$ cat src/dccr_pkg.sv
// dccr_pkg: register map, field positions and reset values of the dual comparator control block
// assumes a 32-bit axi4-lite register bus; comparator cores are analog and outside the logic
// Functional notes
// RULE_01 - comparator one runs when its control bit 7 is one, off when zero
// RULE_02 - comparator two runs when its control bit 7 is one, off when zero
// RULE_03 - non-inverted: comparator one result bit 6 is one when positive exceeds negative
// RULE_04 - inverted: comparator one result reads zero when positive exceeds negative, else one
// RULE_05 - comparator two result follows the same polarity rule as comparator one
// RULE_06 - bit 4 of comparator one control inverts its logical result when set
// RULE_07 - bit 4 of comparator two control inverts its logical result when set
// RULE_08 - bit 5 of comparator one control puts its result on the pin
// RULE_09 - bit 5 of comparator two control clear keeps its result internal
// RULE_10 - comparator one pin driven only with output enable, comparator enable, direction zero
// RULE_11 - comparator two pin driven only with output enable, comparator enable, direction zero
// RULE_12 - bit 2 of comparator one control selects internal reference, else positive pin
// RULE_13 - bit 2 of comparator two control selects internal reference, else positive pin
// RULE_14 - comparator one channel code selects shared negative pin of that number
// RULE_15 - comparator two channel code N selects shared negative pin N, codes 0 to 3
// RULE_16 - bit 3 of each control register ignores writes and reads zero
// RULE_17 - any read or write of a control register captures result into reference latch
// RULE_18 - mismatch flag sets on the edge of a new difference, not its level
// RULE_19 - internal result resampled every cycle; pin output passes without a latch; the code registers the pin output through one core_clk flop
// RULE_20 - reset returns both control registers to reset values, comparators off
// RULE_21 - raw comparison enters as one bit per comparator; polarity applied before sampling
package dccr_pkg;
  localparam logic [11:0] CMP1_CTRL_OFFS  = 12'h000;
  localparam logic [11:0] CMP2_CTRL_OFFS  = 12'h004;
  localparam logic [11:0] STATUS_OFFS     = 12'h008;
  localparam logic [11:0] FLAG_OFFS       = 12'h00C;
  localparam int          ENABLE_BIT      = 7;
  localparam int          RESULT_BIT      = 6;
  localparam int          PIN_DRIVE_BIT   = 5;
  localparam int          INVERT_BIT      = 4;
  localparam int          REF_SEL_BIT     = 2;
  localparam int          CHAN_LSB        = 0;
  localparam logic [7:0]  CTRL_RESET      = 8'h00;
  localparam logic [7:0]  CTRL_WR_MASK    = 8'hB7;
  localparam logic [1:0]  RESP_OKAY       = 2'h0;
  localparam logic [1:0]  RESP_SLVERR     = 2'h2;
  typedef enum logic [1:0] {
    DCCR_IDLE = 2'b00,
    DCCR_RESP = 2'b01
  } dccr_bus_state_t;
endpackage

$ cat src/dccr_input_mux.sv
// dccr_input_mux: steering of comparator inputs for one channel, reported as one-hot selects
// assumes the analog switch matrix outside takes these one-hot selects
`timescale 1ns/1ps
module dccr_input_mux (
  // control fields
  input  wire logic [1:0] chan_sel,
  input  wire logic       ref_sel,
  // steering to the analog matrix
  output logic      [3:0] neg_pin_onehot,
  output logic            use_internal_ref
);
  genvar g;
  generate
    for (g = 0; g < 4; g++) begin : g_neg
      // code n connects shared negative pin n [RULE_14] [RULE_15]
      assign neg_pin_onehot[g] = (chan_sel == 2'(g));
    end
  endgenerate
  assign use_internal_ref = ref_sel; // [RULE_12] [RULE_13]
endmodule

$ cat src/dccr_mismatch.sv
// dccr_mismatch: per-comparator result sampling and mismatch edge detect
// assumes raw comparison is already a digital level synchronous to core_clk
`timescale 1ns/1ps
module dccr_mismatch (
  // clock and reset
  input  wire logic core_clk,
  input  wire logic nrst,
  // comparator
  input  wire logic raw_cmp,
  input  wire logic enable,
  input  wire logic invert,
  input  wire logic ctrl_access,
  // results
  output logic      result_live,
  output logic      sampled_reg,
  output logic      mismatch_edge
);
  logic ref_reg;
  logic mismatch_q_reg;
  logic mismatch;
  // disabled comparator reads low before polarity [RULE_01] [RULE_02]
  assign result_live = (raw_cmp & enable) ^ invert; // [RULE_21] [RULE_06] [RULE_07]
  always_ff @(posedge core_clk or negedge nrst) begin
    if (!nrst) begin
      sampled_reg <= 1'b0;
    end else begin
      sampled_reg <= result_live; // [RULE_19]
    end
  end
  always_ff @(posedge core_clk or negedge nrst) begin
    if (!nrst) begin
      ref_reg <= 1'b0;
    end else if (ctrl_access) begin
      ref_reg <= sampled_reg; // [RULE_17]
    end
  end
  assign mismatch = (sampled_reg != ref_reg) & ~ctrl_access;
  always_ff @(posedge core_clk or negedge nrst) begin
    if (!nrst) begin
      mismatch_q_reg <= 1'b0;
    end else begin
      mismatch_q_reg <= mismatch;
    end
  end
  assign mismatch_edge = mismatch & ~mismatch_q_reg; // [RULE_18]
endmodule

$ cat src/dccr_top.sv
// dccr_top: dual comparator control and status registers behind an axi4-lite slave
// assumes inputs synchronous to core_clk; raw comparisons arrive as one bit per comparator
//
// Our own choices: the register offsets and the AXI4-Lite interface to the registers.
`timescale 1ns/1ps
module dccr_top (
  // clock and reset
  input  wire logic        core_clk,
  input  wire logic        nrst,
  // axi4-lite write address
  input  wire logic [11:0] s_axi_awaddr,
  input  wire logic        s_axi_awvalid,
  output logic             s_axi_awready,
  // axi4-lite write data
  input  wire logic [31:0] s_axi_wdata,
  input  wire logic [3:0]  s_axi_wstrb,
  input  wire logic        s_axi_wvalid,
  output logic             s_axi_wready,
  // axi4-lite write response
  output logic      [1:0]  s_axi_bresp,
  output logic             s_axi_bvalid,
  input  wire logic        s_axi_bready,
  // axi4-lite read address
  input  wire logic [11:0] s_axi_araddr,
  input  wire logic        s_axi_arvalid,
  output logic             s_axi_arready,
  // axi4-lite read data
  output logic      [31:0] s_axi_rdata,
  output logic      [1:0]  s_axi_rresp,
  output logic             s_axi_rvalid,
  input  wire logic        s_axi_rready,
  // analog comparator cores
  input  wire logic        cmp1_raw,
  input  wire logic        cmp2_raw,
  output logic             cmp1_enable_out,
  output logic             cmp2_enable_out,
  output logic             cmp1_internal_ref_sel,
  output logic             cmp2_internal_ref_sel,
  output logic      [3:0]  cmp1_neg_sel,
  output logic      [3:0]  cmp2_neg_sel,
  // port pins
  input  wire logic        cmp1_pin_direction_bit,
  input  wire logic        cmp2_pin_direction_bit,
  output logic             cmp1_pin_out,
  output logic             cmp1_pin_oe,
  output logic             cmp2_pin_out,
  output logic             cmp2_pin_oe,
  // mismatch event toward interrupt logic
  output logic             cmp1_mismatch,
  output logic             cmp2_mismatch
);
  logic [7:0]  ctrl1_reg;
  logic [7:0]  ctrl2_reg;
  logic [1:0]  flag_reg;
  logic [11:0] awaddr_reg;
  logic [31:0] wdata_reg;
  logic [3:0]  wstrb_reg;
  logic        aw_held_reg;
  logic        w_held_reg;
  dccr_pkg::dccr_bus_state_t wr_state_reg;
  dccr_pkg::dccr_bus_state_t rd_state_reg;
  logic        wr_fire;
  logic        rd_fire;
  logic        acc1;
  logic        acc2;
  logic        live1;
  logic        live2;
  logic        samp1;
  logic        samp2;
  logic        edge1;
  logic        edge2;
  logic [3:0]  neg1;
  logic [3:0]  neg2;
  logic        iref1;
  logic        iref2;
  logic [31:0] rd_word;
  logic [1:0]  rd_resp;

  // write path: address and data taken in either order
  assign wr_fire = aw_held_reg & w_held_reg & (wr_state_reg == dccr_pkg::DCCR_IDLE);
  assign rd_fire = s_axi_arvalid & s_axi_arready;

  always_ff @(posedge core_clk or negedge nrst) begin
    if (!nrst) begin
      aw_held_reg   <= 1'b0;
      awaddr_reg    <= 12'h000;
      s_axi_awready <= 1'b1;
    end else if (s_axi_awvalid & s_axi_awready) begin
      aw_held_reg   <= 1'b1;
      awaddr_reg    <= s_axi_awaddr;
      s_axi_awready <= 1'b0;
    end else if (wr_fire) begin
      aw_held_reg   <= 1'b0;
    end else if (!aw_held_reg && wr_state_reg == dccr_pkg::DCCR_IDLE) begin
      s_axi_awready <= 1'b1;
    end
  end

  always_ff @(posedge core_clk or negedge nrst) begin
    if (!nrst) begin
      w_held_reg   <= 1'b0;
      wdata_reg    <= 32'h0000_0000;
      wstrb_reg    <= 4'h0;
      s_axi_wready <= 1'b1;
    end else if (s_axi_wvalid & s_axi_wready) begin
      w_held_reg   <= 1'b1;
      wdata_reg    <= s_axi_wdata;
      wstrb_reg    <= s_axi_wstrb;
      s_axi_wready <= 1'b0;
    end else if (wr_fire) begin
      w_held_reg   <= 1'b0;
    end else if (!w_held_reg && wr_state_reg == dccr_pkg::DCCR_IDLE) begin
      s_axi_wready <= 1'b1;
    end
  end

  always_ff @(posedge core_clk or negedge nrst) begin
    if (!nrst) begin
      wr_state_reg <= dccr_pkg::DCCR_IDLE;
      s_axi_bvalid <= 1'b0;
      s_axi_bresp  <= dccr_pkg::RESP_OKAY;
    end else begin
      unique case (wr_state_reg)
        dccr_pkg::DCCR_IDLE: begin
          if (wr_fire) begin
            wr_state_reg <= dccr_pkg::DCCR_RESP;
            s_axi_bvalid <= 1'b1;
            unique case (awaddr_reg)
              dccr_pkg::CMP1_CTRL_OFFS,
              dccr_pkg::CMP2_CTRL_OFFS,
              dccr_pkg::STATUS_OFFS,
              dccr_pkg::FLAG_OFFS: s_axi_bresp <= dccr_pkg::RESP_OKAY;
              default:             s_axi_bresp <= dccr_pkg::RESP_SLVERR;
            endcase
          end
        end
        dccr_pkg::DCCR_RESP: begin
          if (s_axi_bready) begin
            wr_state_reg <= dccr_pkg::DCCR_IDLE;
            s_axi_bvalid <= 1'b0;
          end
        end
        default: wr_state_reg <= dccr_pkg::DCCR_IDLE;
      endcase
    end
  end

  // control registers; bit 6 and bit 3 never stored [RULE_16] [RULE_20]
  always_ff @(posedge core_clk or negedge nrst) begin
    if (!nrst) begin
      ctrl1_reg <= dccr_pkg::CTRL_RESET;
    end else if (wr_fire && awaddr_reg == dccr_pkg::CMP1_CTRL_OFFS && wstrb_reg[0]) begin
      ctrl1_reg <= wdata_reg[7:0] & dccr_pkg::CTRL_WR_MASK;
    end
  end

  always_ff @(posedge core_clk or negedge nrst) begin
    if (!nrst) begin
      ctrl2_reg <= dccr_pkg::CTRL_RESET;
    end else if (wr_fire && awaddr_reg == dccr_pkg::CMP2_CTRL_OFFS && wstrb_reg[0]) begin
      ctrl2_reg <= wdata_reg[7:0] & dccr_pkg::CTRL_WR_MASK;
    end
  end

  // register reads and writes both count as a read of the control register
  assign acc1 = (wr_fire && awaddr_reg == dccr_pkg::CMP1_CTRL_OFFS)
             || (rd_fire && s_axi_araddr == dccr_pkg::CMP1_CTRL_OFFS); // [RULE_17]
  assign acc2 = (wr_fire && awaddr_reg == dccr_pkg::CMP2_CTRL_OFFS)
             || (rd_fire && s_axi_araddr == dccr_pkg::CMP2_CTRL_OFFS); // [RULE_17]

  dccr_mismatch u_mm1 (
    .core_clk      (core_clk),
    .nrst          (nrst),
    .raw_cmp       (cmp1_raw),
    .enable        (ctrl1_reg[dccr_pkg::ENABLE_BIT]),
    .invert        (ctrl1_reg[dccr_pkg::INVERT_BIT]),
    .ctrl_access   (acc1),
    .result_live   (live1),
    .sampled_reg   (samp1),
    .mismatch_edge (edge1)
  );

  dccr_mismatch u_mm2 (
    .core_clk      (core_clk),
    .nrst          (nrst),
    .raw_cmp       (cmp2_raw),
    .enable        (ctrl2_reg[dccr_pkg::ENABLE_BIT]),
    .invert        (ctrl2_reg[dccr_pkg::INVERT_BIT]),
    .ctrl_access   (acc2),
    .result_live   (live2),
    .sampled_reg   (samp2),
    .mismatch_edge (edge2)
  );

  dccr_input_mux u_mux1 (
    .chan_sel         (ctrl1_reg[dccr_pkg::CHAN_LSB +: 2]),
    .ref_sel          (ctrl1_reg[dccr_pkg::REF_SEL_BIT]),
    .neg_pin_onehot   (neg1),
    .use_internal_ref (iref1)
  );

  dccr_input_mux u_mux2 (
    .chan_sel         (ctrl2_reg[dccr_pkg::CHAN_LSB +: 2]),
    .ref_sel          (ctrl2_reg[dccr_pkg::REF_SEL_BIT]),
    .neg_pin_onehot   (neg2),
    .use_internal_ref (iref2)
  );

  // sticky mismatch flags; set wins over a software clear of the same bit
  always_ff @(posedge core_clk or negedge nrst) begin
    if (!nrst) begin
      flag_reg <= 2'b00;
    end else begin
      for (int i = 0; i < 2; i++) begin
        if ((i == 0) ? edge1 : edge2) begin
          flag_reg[i] <= 1'b1; // [RULE_18]
        end else if (wr_fire && awaddr_reg == dccr_pkg::FLAG_OFFS && wstrb_reg[0]
                     && wdata_reg[i]) begin
          flag_reg[i] <= 1'b0;
        end
      end
    end
  end

  // analog control outputs and mismatch events, one flop after the control register and the edge detect
  always_ff @(posedge core_clk or negedge nrst) begin
    if (!nrst) begin
      cmp1_enable_out       <= 1'b0;
      cmp2_enable_out       <= 1'b0;
      cmp1_internal_ref_sel <= 1'b0;
      cmp2_internal_ref_sel <= 1'b0;
      cmp1_neg_sel          <= 4'h0;
      cmp2_neg_sel          <= 4'h0;
      cmp1_mismatch         <= 1'b0;
      cmp2_mismatch         <= 1'b0;
    end else begin
      cmp1_enable_out       <= ctrl1_reg[dccr_pkg::ENABLE_BIT]; // [RULE_01]
      cmp2_enable_out       <= ctrl2_reg[dccr_pkg::ENABLE_BIT]; // [RULE_02]
      cmp1_internal_ref_sel <= iref1; // [RULE_12]
      cmp2_internal_ref_sel <= iref2; // [RULE_13]
      cmp1_neg_sel          <= neg1; // [RULE_14]
      cmp2_neg_sel          <= neg2; // [RULE_15]
      cmp1_mismatch         <= edge1;
      cmp2_mismatch         <= edge2;
    end
  end

  // pin override uses the live result, not the sampled one
  always_ff @(posedge core_clk or negedge nrst) begin
    if (!nrst) begin
      cmp1_pin_out <= 1'b0;
      cmp1_pin_oe  <= 1'b0;
      cmp2_pin_out <= 1'b0;
      cmp2_pin_oe  <= 1'b0;
    end else begin
      cmp1_pin_out <= live1; // [RULE_19]
      cmp2_pin_out <= live2;
      cmp1_pin_oe  <= ctrl1_reg[dccr_pkg::PIN_DRIVE_BIT] & ctrl1_reg[dccr_pkg::ENABLE_BIT]
                      & ~cmp1_pin_direction_bit; // [RULE_08] [RULE_10]
      cmp2_pin_oe  <= ctrl2_reg[dccr_pkg::PIN_DRIVE_BIT] & ctrl2_reg[dccr_pkg::ENABLE_BIT]
                      & ~cmp2_pin_direction_bit; // [RULE_09] [RULE_11]
    end
  end

  // read mux: result bit is the sampled, polarity-applied value
  always_comb begin
    rd_word = 32'h0000_0000;
    rd_resp = dccr_pkg::RESP_OKAY;
    unique case (s_axi_araddr)
      dccr_pkg::CMP1_CTRL_OFFS: begin
        rd_word[7:0] = ctrl1_reg;
        rd_word[dccr_pkg::RESULT_BIT] = samp1; // [RULE_03] [RULE_04]
      end
      dccr_pkg::CMP2_CTRL_OFFS: begin
        rd_word[7:0] = ctrl2_reg;
        rd_word[dccr_pkg::RESULT_BIT] = samp2; // [RULE_05]
      end
      dccr_pkg::STATUS_OFFS: begin
        rd_word[1:0] = {samp2, samp1};
      end
      dccr_pkg::FLAG_OFFS: begin
        rd_word[1:0] = flag_reg;
      end
      default: rd_resp = dccr_pkg::RESP_SLVERR;
    endcase
  end

  always_ff @(posedge core_clk or negedge nrst) begin
    if (!nrst) begin
      rd_state_reg  <= dccr_pkg::DCCR_IDLE;
      s_axi_arready <= 1'b1;
      s_axi_rvalid  <= 1'b0;
      s_axi_rdata   <= 32'h0000_0000;
      s_axi_rresp   <= dccr_pkg::RESP_OKAY;
    end else begin
      unique case (rd_state_reg)
        dccr_pkg::DCCR_IDLE: begin
          if (rd_fire) begin
            rd_state_reg  <= dccr_pkg::DCCR_RESP;
            s_axi_arready <= 1'b0;
            s_axi_rvalid  <= 1'b1;
            s_axi_rdata   <= rd_word;
            s_axi_rresp   <= rd_resp;
          end
        end
        dccr_pkg::DCCR_RESP: begin
          if (s_axi_rready) begin
            rd_state_reg  <= dccr_pkg::DCCR_IDLE;
            s_axi_arready <= 1'b1;
            s_axi_rvalid  <= 1'b0;
          end
        end
        default: rd_state_reg <= dccr_pkg::DCCR_IDLE;
      endcase
    end
  end
endmodule

$ cat config.mk
export PLATFORM = sky130hd
export DESIGN_NAME = dccr_top
export DESIGN_NICKNAME = d
export VERILOG_FILES = /design/src/dccr_pkg.sv /design/src/dccr_input_mux.sv /design/src/dccr_mismatch.sv /design/src/dccr_top.sv
export SDC_FILE = /design/constraint.sdc
export NUM_CORES = 1
export LEC_CHECK = 0
export BUFFER_PORTS_ARGS = -buffer_cell sky130_fd_sc_hd__buf_2
export CELL_PAD_IN_SITES_DETAIL_PLACEMENT = 1
export CELL_PAD_IN_SITES_GLOBAL_PLACEMENT = 2
export CORE_ASPECT_RATIO = 0.75
export CORE_MARGIN = 2
export CORE_UTILIZATION = 31
export CTS_CLUSTER_DIAMETER = 200
export DETAILED_ROUTE_END_ITERATION = 10
export PLACE_DENSITY_LB_ADDON = 0.05
export SYNTH_ARGS = -nofsm -noshare
export SYNTH_HDL_FRONTEND = slang
export SYNTH_SLANG_ARGS = --single-unit
$ cat constraint.sdc
create_clock -name core_clk -period 4.55 [get_ports core_clk]
set_clock_uncertainty 0.05 [all_clocks]
set_input_delay 0.455 -clock core_clk [delete_from_list [all_inputs] [get_ports core_clk]]
set_output_delay 0.455 -clock core_clk [all_outputs]
set_load 0.05 [all_outputs]
==> results of run 1 <==
==> final timing paths <==
path | from | endpoint | cells past startpoint
min in group core_clk | cmp2_pin_direction_bit | cmp2_pin_oe$_DFF_PN0_ | 2
worst max register to register | awaddr_reg[1]$_DFFE_PN0P_ | ctrl2_reg[7]$_DFFE_PN0P_ | 4
worst min-delay path | nrst | cmp1_neg_sel[2]$_DFF_PN0_ | 1
worst max-delay path | awaddr_reg[1]$_DFFE_PN0P_ | ctrl2_reg[7]$_DFFE_PN0P_ | 4
worst min register to register | ctrl2_reg[2]$_DFFE_PN0P_ | cmp2_internal_ref_sel$_DFF_PN0_ | 0
max in group asynchronous | nrst | s_axi_rdata[6]$_DFFE_PN0P_ | 1
==> routing by layer <==
layer  global-route usage  part of all wire  vias up
met4               0.0481             0.012        0
met3               0.0475             0.063        7
met5                    0                 0        -
met2                0.208              0.45       65
met1                0.174              0.47      954
li1                     -                 -      907
==> metrics by stage <==
stage | setup WS [ns] | hold slack [ns]
after floorplan | 2.54 | 0.109
after global placement | 2.39 | 0.342
after detailed placement | 2.38 | 0.347
after CTS | 2.36 | 0.209
after global routing | 2.27 | 0.209
final | 2.34 | 0.192
==> area by class of cell <==
cell class                      instances  area [um2]
Multi-Input combinational cell        150        1050
Inverter                                8        30.0
Timing Repair Buffer                   73         368
Clock inverter                          4        47.5
Clock buffer                           11         233
Fill cell                            1023        5530
Tap cell                              128         160
Sequential cell                        71        1780
==> power breakdown <==
group	switching, mW	total [mW]	leakage (nW)	internal, mW
Combinational	0.296	0.458	0.815	0.163
Clock	0.249	0.668	0.135	0.419
Sequential	0.104	0.877	0.907	0.773
==> cells in the final DEF, fill, tap and decap left out, types with 2 or more instances in the layout <==
cell,Yosys,final
and2_1,2,2
and3_1,4,4
buf_2,2,72
clkbuf_1,1,2
clkbuf_16,0,9
clkinv_2,0,2
conb_1,1,27
dfrtp_1,68,68
dfstp_2,3,3
inv_1,8,8
mux2_2,33,33
mux2i_1,5,5
mux4_2,2,2
nand2_1,20,20
nand3_1,3,3
nor2_1,10,10
nor2b_1,5,5
nor3_1,4,4
nor4_1,4,4
o21a_1,2,2
o21ai_0,15,15
xnor2_1,4,4
==> cell families (layout without fill, tap and decap cells) <==
group                  Yosys count  in the layout  synth area share
flip-flops                      71             71             0.597
AND/OR/NAND/NOR                 57             57             0.102
multiplexers                    40             40             0.157
buffers and inverters           39             96            0.0839
AO/OA/AOI/OAI                   22             22            0.0474
XOR/XNOR                         4              4            0.0117
other                            1             27           0.00126
==> worst max-delay path: cells and delay by family (launching register included) <==
kind | cells | cell delay (ns)
simple gates | 3 | 1.29
mux | 1 | 0.38
flops | 1 | 0.37
==> flow_results.org, run 1 <==
** GRT
- The via count of the first global-routing pass was 1960.
- Number of antenna violations at the first check in global routing :: 0
- Global routing finished with a remaining overflow of 0.
- Entering global routing, the biggest net connects 72 pins.
- GR Util All Layers :: 0.134
- Global-route wire length before repair :: 10.2 mm

** Clock network
- The tree is rooted in a clkbuf_16.
- CTS saw 71 sinks.
- Maximum root-to-sink buffer count :: 2
- Clock tree from TritonCTS :: done
- The clock reaches the later pin of the worst-skew pair after 0.33 ns.
- In this run the number of H-tree levels came out at 3.
- Cells resized by post-CTS repair :: 0
- For this design, the CTS-stage hold fixing added 0 buffers.
- Clock-pin slew was measured on the worst setup and hold paths at 0.06 ns.
- Post-CTS timing repair inserted 0 buffers for setup.
- In this run, CTS created clock tree buffers numbering 9.

** STA
- Headroom to the max-slew limit came out at 0.394.
- Setup violations remaining at the end of the flow were counted as 0.
- The final hold violation count is 0.
- In the final timing run, aggregate negative setup slack is 0 ns.
- Setup repair after global routing left no endpoint under its margin.
- Final period utilization :: 0.486
- Top achievable clock speed :: 0.452 GHz
- The routed design could run at a clock period as short as 2.21 ns.
- The number of slew-limit violations in the final report came to 0.
- At the pin with the least slew margin, the transition time is 0.909 ns.

** Floorplanning
- Cell Rows :: 30
- Effective utilization at floorplan :: 0.324
- 130 I/O pins were placed.
- Measured along the x axis, the die boundary spans 117 um.
- CORE AREA :: 9200 um2
- Die extent in y :: 88.9 um
- Full die area :: 10400 um2

** Yosys
- After synthesis, the most frequently instantiated cells are 68 x dfrtp_1, 33 x mux2_2, 27 x buf_4.
- Among all cell types in the netlist, the one instantiated most often is dfrtp_1.
- Yosys printed 0 warnings.
- Largest cells by area after synthesis :: dfrtp_1 57%, mux2_2 12%, buf_4 6.8%
- Of the synthesized area, sequential elements account for 0.597.
- Most instantiated flip-flop cell in the synthesis netlist :: dfrtp_1
- The synthesized design contains 0 enable-type register cells.
- Top cell type's share of synthesized area :: 0.571
- Averaged over all synthesized cells, the footprint is 12.7 um2.
- Counting flops with an async set or reset pin after synthesis yields a share of 1.00.
- The cell area that synthesis handed to floorplanning was 2980 um2.
- The cell count after synthesis came out at 234.
- The netlist uses 32 different library cells.
- Cell type contributing the most total cell area after synthesis :: dfrtp_1
- Flip-flop and latch count after synthesis :: 71

** Detailed routing
- Once detail routing completed, the nets flagged for antenna violations numbered 0.
- For this run, design rule violations remaining after detail routing come to 0.
- Number of vias after detailed routing :: 1933
- TritonRoute pass-1 iters :: 6
- Initial drt markers :: 63
- Routed via count divided by cell count :: 4.34
- In the final routed layout, each cell accounts on average for 14.2 um.
- The routed design has 6.30 mm of wire.

** Setup path
- By instance count, the cell type seen most on the critical path is and3_1.
- Along the worst path, the maximum fanout reaches 6.
- Crit end category :: register
- Crit path max-delay cell type :: nor4_1
- For the worst setup path, the data required time is 4.71 ns.
- The largest single stage delay on the critical path is 0.51 ns.
- Worst-path cell chain :: nor4_1 -> and3_1 -> and3_1 -> mux2_2
- Across all register-to-register paths, the minimum setup slack is 2.34 ns.
- Crit Path Class :: reg2reg
- CP Launch Type :: register
- Data arrival at the endpoint of the critical path :: 2.37 ns

** Finish
- Total number of nets in the final design :: 384
- Flip-flop count of the largest register, all copies and words added :: 12
- Once layout is complete, the cells apart from fillers number 445.
- Area growth, synth to finish :: 23.0%
- Fraction of final layout cells with drive strength greater than 1 :: 0.410
- Cell area after layout :: 3670 um2
- At the end of the flow the core is filled with cells to 0.399.
- Ant. Diodes :: 0

** Place
- Input and output buffers added on the ports amount to 73.
- Cell count after placement :: 430
- Final Wtd Congestion :: 0.698
- Post-detailed-placement half-perimeter wirelength :: 4.50 mm
- Placed inst area :: 3390 um2

** Run
- Number of maximum-capacitance constraint violations :: 0

** Power
- The design draws 2.00 mW.
- Static Leakage :: 1.86 nW
- Worst IR Drop VDD :: 429 uV
- Power spread over the standard cell area amounts to 547 nW/um2.

** Worst hold path
- Worst min path class :: in2async

** Status
- The flow ran to the end, and the final reports show no timing, DRC or antenna violations.
Power figures use the tool's default switching activity.
==> inputs of run 2 (changes only) <==
Settings changed: ABC_AREA set to 1, CORE_UTILIZATION 31 to 24.
Clock period 4.55 ns to 1.9 ns, I/O delays scaled along.
==> run 2 against run 1 <==
Wire length up 26%. Via count increased by 26%. Sequential share of layout area is 4.9 points lower. Design area is 11% higher. Die area grew 34%.
==> flow_results.org, run 2 <==
** GRT
- The via count of the first global-routing pass came to 2569 (+31%).
- Overflow left after global routing :: 0 (unchanged)
- The initial antenna violation count was 0 (unchanged).
- Maximum number of pins on one net before global-route repair :: 22 (-69%)
- Global-route wire length before repair :: 13.0 mm (+28%)
- GR Util All Layers :: 0.124 (-0.00967)

** Detailed routing
- The number of iterations in the first detailed-routing pass came to 4 (-2).
- The met1 wire length was 4.00 mm (+34%).
- The first-iteration detailed-routing DRC count came to 62 (-1.6%).
- Overall routed net length :: 7.94 mm (+26%)
- The wire length per cell was 12.9 um (-9.0%).
- Remaining antenna violation count :: 0 (unchanged)
- Wire length on met3 :: 406 um (+2.8%)
- Routed via count divided by cell count :: 3.96 (-8.8%)
- The met2 wirelength from detailed routing was 3.45 mm (+21%).
- After detailed routing, no signal wire sits above met4.
- Number of remaining DRC errors :: 0 (unchanged)
- The via count was 2439 (+26%).

** Yosys
- For this run, the leading register cell type out of synthesis is dfrtp_1.
- The biggest area contributor in the post-synthesis netlist is dfrtp_1.
- Synth Warn # :: 0 (unchanged)
- Synth cell count leaders :: 72 x nand2_1, 68 x dfrtp_1, 44 x inv_1
- The synthesized instance count came to 346 (+48%).
- Number of enable flip-flop cells after synthesis :: 0 (unchanged)
- Share of async-settable or async-resettable flops after synthesis :: 1.00 (unchanged)
- Largest cells by area after synthesis :: dfrtp_1 54%, nand2_1 8.6%, buf_4 6.7%
- The number of distinct standard cells referenced by the synthesized netlist was 25 (-22%).
- The mean instance size in the synthesized netlist was 9.07 um2 (-29%).
- The post-synthesis instance area is 3140 um2 (+5.2%).
- Flip-flop and latch count after synthesis :: 71 (unchanged)
- Library cell with the highest instance count after synthesis :: nand2_1
- Share of synthesized area occupied by flip-flops and latches :: 0.567 (-0.0298)
- The top cell type's share of synthesized area was 0.542 (-0.0284).

** Floorplanning
- The die height is 103 um (+16%).
- Full die area :: 14000 um2 (+34%)
- Die width :: 136 um (+16%)
- The core box area came to 12900 um2 (+40%).
- The count of pins on the block boundary is 130 (unchanged).
- The count of standard-cell rows was 36 (+20%).
- Effective utilization at floorplan :: 0.244 (-0.0806)

** Setup path
- The maximum fanout along the worst path is 12 (+6).
- STA classifies the critical path endpoint as a register.
- The arrival time of data at the critical path endpoint came to 1.72 ns (-0.65 ns).
- The kind of cell with the highest combined delay along the critical path is simple AND/OR/NAND/NOR gates.
- The worst-case reg-to-reg path depth came to 6 (+2).
- In this run the critical register-to-register path is captured at ctrl2_reg[0]$_DFFE_PN0P_.
- The largest individual stage delay along the critical path comes from the cell dfrtp_1.
- Reg-to-reg slack, setup :: 0.35 ns (-1.99 ns)
- Crit Path Class :: reg2reg
- The delay of the slowest cell on the worst path is 0.38 ns (-0.13 ns).
- CP Launch Type :: register
- Critical path buffers and inverters :: 1 (+1)
- Worst-path cell chain :: nor2_1 -> nand2_1 -> nor2_4 -> nand3_2 -> o21ai_1 -> inv_1
- Required time of the worst setup path :: 2.07 ns (-2.64 ns)
- Launch point of the worst reg-to-reg path :: awaddr_reg[7]$_DFFE_PN0P_

** Power
- Logic pwr share :: 0.284 (+0.055)
- Total design power :: 5.76 mW (+190%)
- P_int :: 3.63 mW (+170%)
- Static Leakage :: 2.30 nW (+24%)
- Switching power summed over all nets :: 2.13 mW (+230%)
- Part of the total power dissipated in the clock network :: 0.321 (-0.013)
- The peak supply drop is 504 uV (+18%).
- Share of total power consumed by net switching :: 0.370 (+0.0457)
- P per Cell Area :: 1410 nW/um2 (+160%)
- The register share of total power was 0.395 (-0.043).

** Finish
- The total number of nets in the final design came to 511 (+33%).
- The final non-filler cell total came to 616 (+38%).
- Area growth, synth to finish :: 30.1%
- Fraction of final layout cells with drive strength greater than 1 :: 0.249 (-0.161)
- The number of filler instances in the final layout is 1532 (+50%).
- Leading cell types in the layout, fill and taps excluded :: 73 x buf_2, 72 x nand2_1, 68 x dfrtp_1
- The share of the core filled with cells in the final layout was 0.317 (-0.0819).
- The number of diodes added for antenna fixing was 0 (unchanged).
- The design area is 4080 um2 (+11%).
- Leading cell type in the layout, fill and taps excluded :: buf_2
- Flip-flop count of the largest register, all copies and words added :: 12 (unchanged)

** Clock network
- The source-to-sink clock delay at the later pin of the worst-skew pair was 0.33 ns (about the same).
- # H-tree levels :: 3 (unchanged)
- The number of buffers on the longest clock path came to 2 (unchanged).
- The TritonCTS buffer count is 9 (unchanged).
- The buffers inserted during post-CTS setup optimization was 0 (unchanged).
- Clock transition at the registers of the reported paths :: 0.06 ns (about the same)
- Clock tree from TritonCTS :: done
- The total number of clock tree sinks was 71 (unchanged).
- Root buffer cell :: clkbuf_16

** Place
- The number of cells in the design after placement was 588 (+37%).
- Placed inst area :: 3640 um2 (+7.4%)
- Final Wtd Congestion :: 0.681 (-2.4%)
- The total of buffers placed on input and output ports is 73 (unchanged).
- The placed wire-length estimate after detailed placement came to 5.93 mm (+32%).
- Pre-CTS WS :: 0.305 ns (-2.08 ns)

** Worst hold path
- The startpoint identified for the worst hold timing path is s_axi_awaddr[8].
- Hold path endpoint :: awaddr_reg[8]$_DFFE_PN0P_
- Cell depth of the worst min-delay path :: 3
- The tightest min-delay check is of the in2reg type.

** STA
- Unrepaired setup endpoints after global routing :: false
- The final hold violation count was 0 (unchanged).
- The final period demand of the worst path came to 1.55 ns (-0.660 ns).
- The actual slew at the worst max-slew pin was 0.520 ns (-0.390 ns).
- Top achievable clock speed :: 0.644 GHz (+43%)
- Tightest hold margin :: 0.0131 ns (-0.179 ns)
- The number of slew-limit violations in the final report is 0 (unchanged).
- The share of the clock period used by the worst path after layout came to 0.817 (+0.331).
- Final setup violation count :: 0 (unchanged)
- The final worst slack came to 0.348 ns (-1.99 ns).
- The headroom to the max-slew limit came to 0.653 (+0.260).
- Setup TNS :: 0 ns (unchanged)

** Run
- The total of max-cap violations came to 0 (unchanged).

** Status
- The run finished with clean final reports.
run 2: area by class of cell:
type	count	area [um2]	area share
Inverter	45	169	0.0414
Tap cell	171	214	0.0524
Clock buffer	13	260	0.0637
Multi-Input combinational cell	221	1030	0.253
Timing Repair Buffer	92	563	0.138
Clock inverter	3	65.1	0.0159
Sequential cell	71	1780	0.436
run 2: how the worst max path moves through the flow:
stage                                           from  cells past startpoint                  endpoint  slack, ns
after floorplan             s_axi_bvalid$_DFFE_PN0P_                      7  ctrl1_reg[0]$_DFFE_PN0P_       0.36
final                      awaddr_reg[7]$_DFFE_PN0P_                      6  ctrl2_reg[0]$_DFFE_PN0P_       0.35
after detailed placement    s_axi_bvalid$_DFFE_PN0P_                      6  ctrl2_reg[2]$_DFFE_PN0P_       0.31
after global routing       awaddr_reg[7]$_DFFE_PN0P_                      6  ctrl2_reg[7]$_DFFE_PN0P_       0.16
after global placement    awaddr_reg[11]$_DFFE_PN0P_                      6  ctrl2_reg[2]$_DFFE_PN0P_       0.30
after CTS                 awaddr_reg[11]$_DFFE_PN0P_                      6  ctrl2_reg[2]$_DFFE_PN0P_       0.29
run 2: repair_timing:
action | in CTS | in global routing
endpoints found under the setup margin | 0 | 0
hold buffers | 12 | 0
endpoints found under the hold margin | 27 | 0
resized for setup | 0 | 0
run 2: kinds of logic (layout without fill, tap and decap cells):
kind of cell	after synthesis	in the layout	synth area share
AOI/OAI and AO/OA	37	37	0.0610
xor gates and xnor gates	4	4	0.0112
buffers and inverters	80	153	0.135
DFF	71	71	0.567
muxes	4	4	0.0144
other	1	27	0.00120
and+or+nand+nor	149	149	0.210
run 2: tightest hold or removal path, delay by kind of cell:
family	cells	cell delay, ns
buf+inv	1	0.08
simple gates	2	0.10
run 2: routing by layer:
metal / track usage / vias up
met3: 0.0383 / 9
met5: 0 / -
met1: 0.167 / 1149
li1: - / 1216
met4: 0.0385 / 0
met2: 0.192 / 65
run 2: power groups by stage:
stage | sequential (mW) | clock (mW) | combinational [mW]
floorplan | 2.67 | 0 | 0.810
global route | 2.35 | 1.97 | 1.83
finish | 2.28 | 1.85 | 1.64
CTS | 2.29 | 1.91 | 1.67
detailed placement | 2.31 | 0 | 1.65
global placement | 2.31 | 0 | 1.63
